## src/l1dm_pkg.sv

```systemverilog
// Constants, types and register map of the L1 data memory arbiter.
// Assumes a single core clock and an APB master on the register side.
//
// Functional notes
// - Collision-free traffic all served in one clock
// - Data memory never serves instruction fetches
// - Generator 1 select steers its uncached fetches
// - Generator 0 select steers its uncached fetches
// - Cacheable fetches use their cache bank port
// - Bank select acts only when config is 11
// - Bank select picks address bit 14 or 23
// - Protection enable gates all 16 entries, reset off
// - Minimal checks still fault when protection off
// - Reset leaves all memory as SRAM
// - Cache L2 only if configured, enabled, cacheable
// - SRAM collision needs bits 2,13:12,16,21:20 equal
// - SRAM priority: generators, store, then DMA/fill
// - DMA boosted in SRAM mode after more than 16 blocked clocks or queueing
// - Two-way cache, second bank adds sets
// - Cache collision: same subbank, half bank, bank
// - Cache priority: test, generators, store, fill, then DMA
// - Three per-page cache modes from descriptors
// - Selector 0 routes bank B, 1 bank A
// - Dirty victim copied back before line overwrite
package l1dm_pkg;

  // ****************************************************
  // Register map
  // ****************************************************
  localparam logic [11:0] CTRL_OFF     = 12'h000;
  localparam logic [11:0] STAT_OFF     = 12'h004;
  localparam logic [11:0] DESC_OFF     = 12'h100;
  localparam int          CTRL_PROT    = 1;
  localparam int          CTRL_CFG     = 2;
  localparam int          CTRL_CBS     = 4;
  localparam int          CTRL_PSEL0   = 12;
  localparam int          CTRL_PSEL1   = 13;
  localparam logic [1:0]  CFG_SRAM     = 2'h0;
  localparam logic [1:0]  CFG_BOTH     = 2'h3;
  localparam int          NUM_DESC     = 16;
  localparam logic [4:0]  DMA_LIMIT    = 5'h10;

  // Address regions (top bits of a 32-bit address)
  localparam logic [9:0]  L1_TOP       = 10'h3fe;
  localparam logic [21:0] L1_SIZE      = 22'h010000;
  localparam logic [10:0] MMR_TOP      = 11'h7ff;

  // ****************************************************
  // Requesters and priority orders (slot 0 first)
  // ****************************************************
  localparam int NRQ = 6;
  localparam int RQ_TEST = 0;
  localparam int RQ_DAG0 = 1;
  localparam int RQ_DAG1 = 2;
  localparam int RQ_STORE = 3;
  localparam int RQ_DMA  = 4;
  localparam int RQ_FILL = 5;
  localparam logic [5:0][2:0] ORD_SRAM =
    {3'h0, 3'h5, 3'h4, 3'h3, 3'h2, 3'h1};
  localparam logic [5:0][2:0] ORD_BOOST =
    {3'h0, 3'h5, 3'h3, 3'h2, 3'h1, 3'h4};
  localparam logic [5:0][2:0] ORD_CACHE =
    {3'h4, 3'h5, 3'h3, 3'h2, 3'h1, 3'h0};

  // ****************************************************
  // Types
  // ****************************************************
  typedef enum logic [1:0] {
    MODE_WT_RD, MODE_WT_RW, MODE_WB
  } cache_mode_t;

  typedef enum logic [1:0] {
    LINE_INVALID, LINE_CLEAN, LINE_DIRTY
  } line_state_t;

  typedef enum logic {
    FILL_IDLE, FILL_LINE
  } fill_state_t;

  typedef struct packed {
    logic        valid;
    logic        write;
    logic        user;
    logic [1:0]  size;
    logic [31:0] addr;
  } mem_req_t;

  typedef struct packed {
    logic       fault;
    logic       cacheable;
    logic       port;
    logic       bank_b;
    logic       allocate;
    logic [1:0] mode;
  } dag_resp_t;

  typedef struct packed {
    logic dag1_sel;
    logic dag0_sel;
    logic cbs;
    logic [1:0] cfg;
    logic prot_en;
  } ctrl_t;

  localparam ctrl_t CTRL_RESET = 6'h00;
  localparam logic [1:0] SIZE_HALF = 2'h1;
  localparam logic [1:0] SIZE_WORD = 2'h2;

endpackage

```

## src/l1dm_arbiter.sv

```systemverilog
// L1 data memory control and subbank arbiter.
// Assumes all request inputs are synchronous to clock_in.
//
// The APB register port and the register offsets were decided locally.
`timescale 1ns/1ps
module l1dm_arbiter
  import l1dm_pkg::*;
(
  input  wire logic              clock_in,
  input  wire logic              resetn_in,
  input  wire logic              psel_in,
  input  wire logic              penable_in,
  input  wire logic              pwrite_in,
  input  wire logic [11:0]       paddr_in,
  input  wire logic [31:0]       pwdata_in,
  output logic                   pready_out,
  output logic [31:0]            prdata_out,
  output logic                   pslverr_out,
  input  wire mem_req_t          dag0_in,
  input  wire mem_req_t          dag1_in,
  input  wire mem_req_t          store_in,
  input  wire mem_req_t          dma_in,
  input  wire logic              dma_second_in,
  input  wire mem_req_t          fill_in,
  input  wire logic              fill_dirty_in,
  input  wire logic [1:0]        fill_valid_in,
  input  wire logic              fill_lru_in,
  input  wire mem_req_t          test_in,
  input  wire logic              ifetch_req_in,
  output logic [NRQ-1:0]         grant_out,
  output dag_resp_t              dag0_resp_out,
  output dag_resp_t              dag1_resp_out,
  output logic                   dma_boost_out,
  output logic                   fill_copyback_out,
  output logic                   fill_write_out,
  output line_state_t            fill_line_state_out,
  output logic                   fill_way_out,
  output logic                   ifetch_fault_out
);

  // ****************************************************
  // Registers
  // ****************************************************
  ctrl_t                         ctrl_q;
  logic [NUM_DESC-1:0][31:0]     desc_q;
  logic [4:0]                    dma_cnt_q;
  logic [4:0]                    dma_cnt_d;
  fill_state_t                   fill_q;
  fill_state_t                   fill_d;
  logic [NRQ-1:0]                gnt_d;
  logic [NRQ-1:0]                taken;
  logic                          hit;
  logic [2:0]                    idx;
  logic                          dma_boost_d;

  // ****************************************************
  // APB decode
  // ****************************************************
  wire       setup    = psel_in & ~penable_in & ~pready_out;
  wire       access   = psel_in & penable_in & pready_out;
  wire       is_ctrl  = paddr_in == CTRL_OFF;
  wire       is_stat  = paddr_in == STAT_OFF;
  wire       is_desc  = paddr_in[11:6] == DESC_OFF[11:6] &&
                        paddr_in[1:0] == 2'h0;
  wire [3:0] desc_idx = paddr_in[5:2];
  wire       mapped   = is_ctrl | is_stat | is_desc;
  wire       wr_ctrl  = access & pwrite_in & is_ctrl;
  wire       wr_desc  = access & pwrite_in & is_desc;

  wire [31:0] ctrl_rd =
    (32'(ctrl_q.prot_en)  << CTRL_PROT) |
    (32'(ctrl_q.cfg)      << CTRL_CFG)  |
    (32'(ctrl_q.cbs)      << CTRL_CBS)  |
    (32'(ctrl_q.dag0_sel) << CTRL_PSEL0) |
    (32'(ctrl_q.dag1_sel) << CTRL_PSEL1);
  wire [31:0] stat_rd =
    {25'h0, fill_q == FILL_LINE, dma_boost_d, dma_cnt_q};
  wire [31:0] rd_mux  = is_ctrl ? ctrl_rd :
                        is_stat ? stat_rd :
                        is_desc ? desc_q[desc_idx] : 32'h0;

  // Reserved bits are dropped on write and read as zero
  wire ctrl_t ctrl_wr = '{
    dag1_sel: pwdata_in[CTRL_PSEL1],
    dag0_sel: pwdata_in[CTRL_PSEL0],
    cbs:      pwdata_in[CTRL_CBS],
    cfg:      pwdata_in[CTRL_CFG +: 2],
    prot_en:  pwdata_in[CTRL_PROT]
  };

  // ****************************************************
  // Address classification per requester
  // ****************************************************
  mem_req_t [NRQ-1:0] rq_in;
  assign rq_in = {fill_in, dma_in, store_in,
                  dag1_in, dag0_in, test_in};

  // Bank select only when both banks cache
  wire both_cache = ctrl_q.cfg == CFG_BOTH;
  wire cache_arb  = ctrl_q.cfg != CFG_SRAM;

  logic [NRQ-1:0]      bank_b;
  logic [NRQ-1:0][5:0] key;
  genvar r;
  generate
    for (r = 0; r < NRQ; r++) begin : g_rq
      wire [31:0] a = rq_in[r].addr;
      // Selector from bit 14 or bit 23
      wire sel = ctrl_q.cbs ? a[23] : a[14];
      // Selector 0 goes to bank B
      assign bank_b[r] = both_cache & ~sel;
      assign key[r] = cache_arb ?
        {2'h0, bank_b[r], a[16], a[13:12]} :
        {a[21:20], a[16], a[13:12], a[2]};
    end
  endgenerate

  // ****************************************************
  // Protection descriptor lookup
  // ****************************************************
  // Descriptor word: [31:22] page, [3:2] mode,
  // [1] cacheable, [0] valid
  logic [1:0][NUM_DESC-1:0] dmatch;
  genvar e;
  generate
    for (e = 0; e < NUM_DESC; e++) begin : g_desc
      assign dmatch[0][e] = ctrl_q.prot_en & desc_q[e][0] &
        desc_q[e][31:22] == dag0_in.addr[31:22];
      assign dmatch[1][e] = ctrl_q.prot_en & desc_q[e][0] &
        desc_q[e][31:22] == dag1_in.addr[31:22];
    end
  endgenerate

  logic [1:0][31:0] dsel;
  always_comb begin
    dsel = '0;
    for (int d = 0; d < 2; d++) begin
      for (int k = NUM_DESC - 1; k >= 0; k--) begin
        if (dmatch[d][k]) begin
          dsel[d] = desc_q[k];
        end
      end
    end
  end

  // ****************************************************
  // Address generator checks and steering
  // ****************************************************
  dag_resp_t [1:0] resp_d;
  logic      [1:0] dag_rq;
  genvar g;
  generate
    for (g = 0; g < 2; g++) begin : g_dag
      wire mem_req_t q = g ? dag1_in : dag0_in;
      wire in_l1  = q.addr[31:22] == L1_TOP;
      wire in_mmr = q.addr[31:21] == MMR_TOP;
      wire l2     = ~in_l1 & ~in_mmr;
      wire no_mem = in_l1 & (q.addr[21:0] >= L1_SIZE);
      wire misal  = (q.size == SIZE_WORD && q.addr[1:0] != 2'h0)
                  | (q.size == SIZE_HALF && q.addr[0]);
      wire mmr_bad = in_mmr & ((g == 1) | q.user);
      wire unmapped = ctrl_q.prot_en & l2 & ~|dmatch[g];
      wire fault = q.valid &
                   (no_mem | misal | mmr_bad | unmapped);
      wire cach = q.valid & l2 & cache_arb &
                  ctrl_q.prot_en & |dmatch[g] & dsel[g][1];
      wire [1:0] mode = dsel[g][3:2];
      wire psel = g ? ctrl_q.dag1_sel : ctrl_q.dag0_sel;
      assign resp_d[g].fault     = fault;
      assign resp_d[g].cacheable = cach & ~fault;
      assign resp_d[g].port      = cach ? bank_b[g + 1] : psel;
      assign resp_d[g].bank_b    = bank_b[g + 1];
      // Write allocation depends on page mode
      assign resp_d[g].allocate  = cach & ~fault &
        (~q.write | mode != MODE_WT_RD);
      assign resp_d[g].mode      = mode;
      assign dag_rq[g] = q.valid & ~fault & (in_l1 | cach);
    end
  endgenerate

  // ****************************************************
  // Collision arbitration
  // ****************************************************
  // Boost after more than 16 blocked clocks
  assign dma_boost_d = (dma_cnt_q > DMA_LIMIT) | dma_second_in;

  logic [NRQ-1:0] want;
  assign want = {fill_in.valid, dma_in.valid, store_in.valid,
                 dag_rq[1], dag_rq[0], test_in.valid};

  wire [5:0][2:0] order = cache_arb   ? ORD_CACHE :
                          dma_boost_d ? ORD_BOOST : ORD_SRAM;

  // Requests on distinct keys all win together
  always_comb begin
    gnt_d = '0;
    taken = '0;
    hit   = 1'b0;
    idx   = 3'h0;
    for (int p = 0; p < NRQ; p++) begin
      idx = order[p];
      hit = 1'b0;
      for (int t = 0; t < NRQ; t++) begin
        if (taken[t] && key[t] == key[idx]) begin
          hit = 1'b1;
        end
      end
      if (want[idx] && !hit) begin
        gnt_d[idx] = 1'b1;
        taken[idx] = 1'b1;
      end
    end
  end

  // Counter clears on grant, saturates otherwise
  assign dma_cnt_d = gnt_d[RQ_DMA] ? 5'h00 :
    (dma_in.valid && dma_cnt_q != 5'h1f) ?
      dma_cnt_q + 5'h01 : dma_cnt_q;

  // ****************************************************
  // Line fill with copyback of dirty victim
  // ****************************************************
  wire fill_go = gnt_d[RQ_FILL];
  // Dirty victim goes out before the new line
  wire copyback = fill_go & fill_q == FILL_IDLE & fill_dirty_in;
  wire line_wr  = fill_go & ~copyback;
  assign fill_d = copyback ? FILL_LINE :
                  line_wr  ? FILL_IDLE : fill_q;

  // Two ways: invalid way first, else LRU
  wire way_d = ~fill_valid_in[0] ? 1'b0 :
               ~fill_valid_in[1] ? 1'b1 : fill_lru_in;
  wire line_state_t state_d =
    (fill_in.write && dsel[0][3:2] == MODE_WB) ?
      LINE_DIRTY : LINE_CLEAN;

  // ****************************************************
  // State and outputs
  // ****************************************************
  always_ff @(posedge clock_in or negedge resetn_in) begin
    if (!resetn_in) begin
      // SRAM only, protection off after reset
      ctrl_q <= CTRL_RESET;
      desc_q <= '0;
    end else begin
      if (wr_ctrl) begin
        ctrl_q <= ctrl_wr;
      end
      if (wr_desc) begin
        desc_q[desc_idx] <= pwdata_in;
      end
    end
  end

  always_ff @(posedge clock_in or negedge resetn_in) begin
    if (!resetn_in) begin
      pready_out  <= 1'b0;
      prdata_out  <= 32'h0;
      pslverr_out <= 1'b0;
    end else begin
      pready_out  <= setup;
      prdata_out  <= (setup & ~pwrite_in) ? rd_mux : 32'h0;
      pslverr_out <= setup & ~mapped;
    end
  end

  always_ff @(posedge clock_in or negedge resetn_in) begin
    if (!resetn_in) begin
      dma_cnt_q     <= 5'h00;
      dma_boost_out <= 1'b0;
      grant_out     <= '0;
      dag0_resp_out <= '0;
      dag1_resp_out <= '0;
    end else begin
      dma_cnt_q     <= dma_cnt_d;
      dma_boost_out <= dma_boost_d;
      grant_out     <= gnt_d;
      dag0_resp_out <= resp_d[0];
      dag1_resp_out <= resp_d[1];
    end
  end

  always_ff @(posedge clock_in or negedge resetn_in) begin
    if (!resetn_in) begin
      fill_q              <= FILL_IDLE;
      fill_copyback_out   <= 1'b0;
      fill_write_out      <= 1'b0;
      fill_line_state_out <= LINE_INVALID;
      fill_way_out        <= 1'b0;
      ifetch_fault_out    <= 1'b0;
    end else begin
      fill_q              <= fill_d;
      fill_copyback_out   <= copyback;
      fill_write_out      <= line_wr;
      fill_line_state_out <= line_wr ? state_d : LINE_INVALID;
      fill_way_out        <= way_d;
      ifetch_fault_out    <= ifetch_req_in;
    end
  end

endmodule // l1dm_arbiter

```

## config.mk

```make
export PLATFORM = sky130hd
export DESIGN_NAME = l1dm_arbiter
export DESIGN_NICKNAME = d
export VERILOG_FILES = /design/src/l1dm_pkg.sv /design/src/l1dm_arbiter.sv
export SDC_FILE = /design/constraint.sdc
export NUM_CORES = 2
export LEC_CHECK = 0
export BUFFER_PORTS_ARGS = -buffer_cell sky130_fd_sc_hd__clkbuf_2
export CAP_MARGIN = 20
export CORE_ASPECT_RATIO = 0.7
export CORE_MARGIN = 2
export CORE_UTILIZATION = 54
export DETAILED_ROUTE_END_ITERATION = 10
export GPL_TIMING_DRIVEN = 1
export PLACE_DENSITY = 0.76
export RECOVER_POWER = 50
export SYNTH_ARGS = -nofsm -noshare
export SYNTH_HDL_FRONTEND = slang
export SYNTH_SLANG_ARGS = --single-unit
```

## constraint.sdc

```tcl
create_clock -name clock_in -period 3.9 [get_ports clock_in]
set_input_delay 0.195 -clock clock_in [delete_from_list [all_inputs] [get_ports clock_in]]
set_output_delay 0.195 -clock clock_in [all_outputs]
set_load 0.01 [all_outputs]
```

==> flow_summary_export.csv <==
group,metric,value,unit
status,outcome,"complete, but fails checks",
status,violations,"capacitance limit, slew limit, setup timing",
finish,final_cells,4104,
global_route,use_met1,54.5,%
floorplan,core-area,61600,µm²
routing,wl_per_cell,29.5,µm
pwr,vdd_drop_max,0.000420,V
synthesis,synthAdderAreaFrac,0.111,%
synthesis,synthTopCellsByArea,"dfrtp_1 (43%), mux2_2 (17%), mux4_2 (11%)",
placement,gp_congestion,1.05,
synthesis,ys.flop_type,"dfrtp_1",
routing,ant_nets,0,
global_route,grt_pass1_wl,179000,µm
sta,worst_pin_slew,2.66,ns
synthesis,synth_cell_types,89,
finish,num-nets-final,3517,
sta,period_minus_slack,4.04,ns
synthesis,ys_ff_latch,585,
sta,setup_viol_count_final,11,
floorplan,die_area,64400,µm²
synthesis,yosysSeqAreaShare,43.5,%
global_route,grtUsageMet3,10.3,%
synthesis,synth_top_area_share,43.5,%
finish,nFillCells,4553,
synthesis,muxShareOfSynthArea,29.1,%
pwr,p_sw_share,25.8,%
synthesis,synth_xor_area_share,11.5,%
routing,first_iter_violations,2817,
global_route,grt_overflow,0,
sta,setup_slack,-0.139,ns
finish,stdcell_area,41300,µm²
synthesis,synth_top_family_by_area,"multiplexers",
sta,rsz0062_at_grt,"yes",
finish,syn_to_final_growth,22.6,%
placement,placed_area,38600,µm²
critical_path,setup.worst_path.start_class,"flip-flop",
routing,postRouteWirelength,121000,µm
critical_path,r2r_slack,-0.14,ns
sta,final-hold-violation-count,0,
routing,avgViaCountPerCell,6.38,
clock_network,cts_sinks,585,
clock_network,cts_made_buffers,56,
pwr,internal-power,10.0,mW
clock_network,htree_num_levels,2,
pwr,p_comb_share,10.9,%
clock_network,clockBufferDepth,3,
pwr,p_switching,3.49,mW
floorplan,start_util,54.6,%
pwr,p_leak,19.7,nW
synthesis,netlist_area,33700,µm²
critical_path,cp.required,4.46,ns
synthesis,postSynthAreaPerCell,12.5,µm²
global_route,grt_max_degree,104,
global_route,grtUsageMet2,56.7,%
clock_network,cts_tree,"yes",
sta,slew_headroom,-77.4,%
finish,final_common_cell,"dfrtp_1",
sta,clock_skew,0.0311,ns
routing,drtPass1Iterations,5,
pwr,p_per_area,327,nW/µm²
placement,hpwl,88900,µm
floorplan,io_pins,338,
global_route,grt.total_usage,38.1,%
synthesis,yosys.area_share.simple,8.29,%
critical_path,path_max_fanout,6,
synthesis,ys_warn_count,0,
placement,place_inst,3971,
finish,final_cell_mix,"dfrtp_1 (578), mux2_2 (519), buf_4 (438), xor2_1 (268), xnor2_1 (166)",
routing,vias,26200,
synthesis,synth_edf_count,0,
synthesis,syn_nets,2980,
global_route,gr-max-usage-layer,"met2",
worst_hold_path,min_path_type,"input pin to flip-flop",
finish,drive_gt1_share,46.2,%
critical_path,cp-end-kind,"flip-flop",
global_route,grt_pass1_vias,27200,
sta,final_max_slew_viol_count,86,
sta,max_freq,248,MHz
critical_path,critPathKind,"flip-flop to flip-flop",
clock_network,clock-root-buffer,"clkbuf_16",
clock_network,cts.clk_slew.worst_paths,0.06,ns
sta,fin_crit_sh,104,%
pwr,power,13.5,mW
placement,io_buffers,205,
job,maxCapViolations,1,
routing,drc,0,
clock_network,insertion_delay,0.66,ns
pwr,pwr-share-seq,45.1,%
synthesis,synth_compound_area_share,4.18,%
pwr,clkPwrFrac,43.9,%
floorplan,die_w,302,µm
global_route,antenna_found_initial,7,
synthesis,synth.largest_area_cell,"dfrtp_1",
floorplan,rows,76,
synthesis,async_reset_ff_share,100,%
synthesis,synthCells,2700,
floorplan,die_y,213,µm
critical_path,arrival,4.60,ns
## path summary, 6_finish.rpt
check,start,to,cells past startpoint
min in group asynchronous,resetn_in,prdata_out[27]$_DFF_PN0_,2
min reg2reg,desc_q[356]$_DFFE_PN0P_,desc_q[356]$_DFFE_PN0P_,1
max,desc_q[128]$_DFFE_PN0P_,dma_cnt_q[3]$_DFFE_PN0P_,16
max in group asynchronous,resetn_in,desc_q[76]$_DFFE_PN0P_,3
min,pwdata_in[2],desc_q[258]$_DFFE_PN0P_,3
max reg2reg,desc_q[128]$_DFFE_PN0P_,dma_cnt_q[3]$_DFFE_PN0P_,16
## cells in the mapped netlist, types with 12 or more instances
master    number
a21oi_1       47
and2_1        15
and3_1        13
buf_1         26
buf_2         16
buf_4         20
buf_6         12
clkbuf_1     143
dfrtp_1      585
inv_1         34
mux2_2       520
mux2i_1       31
mux4_2       160
nand2_1       76
nand2b_1      14
nand3_1       58
nand4_1       48
nor2_1        61
nor2b_1       31
nor3_1        49
nor4_1        74
o21ai_0       40
or4_1         16
xnor2_1      168
xor2_1       274
## per-stage QoR
| stage | utilization, % | hold slack (ns) | setup TNS [ns] | setup slack, ns |
|---|---|---|---|---|
| floorplan | - | -0.101 | 0 | 0.0283 |
| global placement | 62.7 | 0.298 | -6.08 | -0.528 |
| detailed placement | 62.7 | 0.294 | -7.11 | -0.654 |
| CTS | 66.7 | 0.00430 | -0.297 | -0.0583 |
| global route | 67.0 | 0.0387 | -2.30 | -0.241 |
| finish | 67.0 | 0.0257 | -1.19 | -0.139 |
## worst max-delay path, stage by stage (launching register included)
cell,delay [ns]
dfrtp_1,0.43
nand2_1,0.08
buf_4,0.14
buf_4,0.13
nor4_1,0.37
nand3_1,0.30
buf_4,0.24
and2_1,0.16
a32oi_2,0.31
o311ai_4,0.20
o211ai_1,0.17
o32a_4,0.22
a21oi_4,0.08
buf_6,0.12
or4_4,0.52
and3_4,0.25
a211oi_2,0.23
## routing by layer
| layer | wire [µm] | up-vias | part of all wire (%) |
|---|---|---|---|
| met5 | 57 | - | 0.047 |
| met4 | 3910 | 8 | 3.2 |
| met3 | 12500 | 276 | 10 |
| met2 | 53200 | 1290 | 44 |
| met1 | 51500 | 13700 | 43 |
| li1 | - | 10900 | - |
## area by class of cell
type	count	area (µm²)	share of cell area, %
Multi-Input combinational cell	1863	18500	44.8
Sequential cell	585	14600	35.5
Timing Repair Buffer	696	4970	12.0
Clock buffer	79	1670	4.04
Tap cell	819	1020	2.48
Clock inverter	24	325	0.788
Inverter	35	131	0.318
Antenna cell	3	7.51	0.0182
## repair_timing
action / 4_1_cts / 5_1_grt
setup buffers: 2 / 7
hold buffers: 18 / 0
pin swaps: 30 / 30
setup endpoints to repair: 13 / 15
resized for setup: 65 / 49
hold endpoints to repair: 114 / 0
## power groups by stage
stage                     logic (mW)  registers, mW  clock network [mW]
after floorplan                0.697           6.21                   0
after global placement          1.38           6.21                   0
after detailed placement        1.39           6.21                   0
after CTS                       1.43           6.09                5.98
after global routing            1.56           6.09                6.24
final                           1.48           6.10                5.94
## state kept, by name, indices dropped and copies added, names as in the netlist, 2 cells and up
register	flops
desc_q	512
prdata_out	32
dag0_resp_out	7
fill_line_state_out	2
g_dag.psel	2
ctrl_q	4
dma_cnt_q	5
dag1_resp_out	7
grant_out	6
## logic make-up (layout without fill, tap and decap cells)
kind of cell,Yosys count,in the layout
mux,713,713
flops,585,585
simple gates,505,505
xor+xnor,442,442
buf+inv,252,834
compound gates,200,200
fa+ha+maj,3,3
other cells,0,3
(Power assumes the default switching activity.)
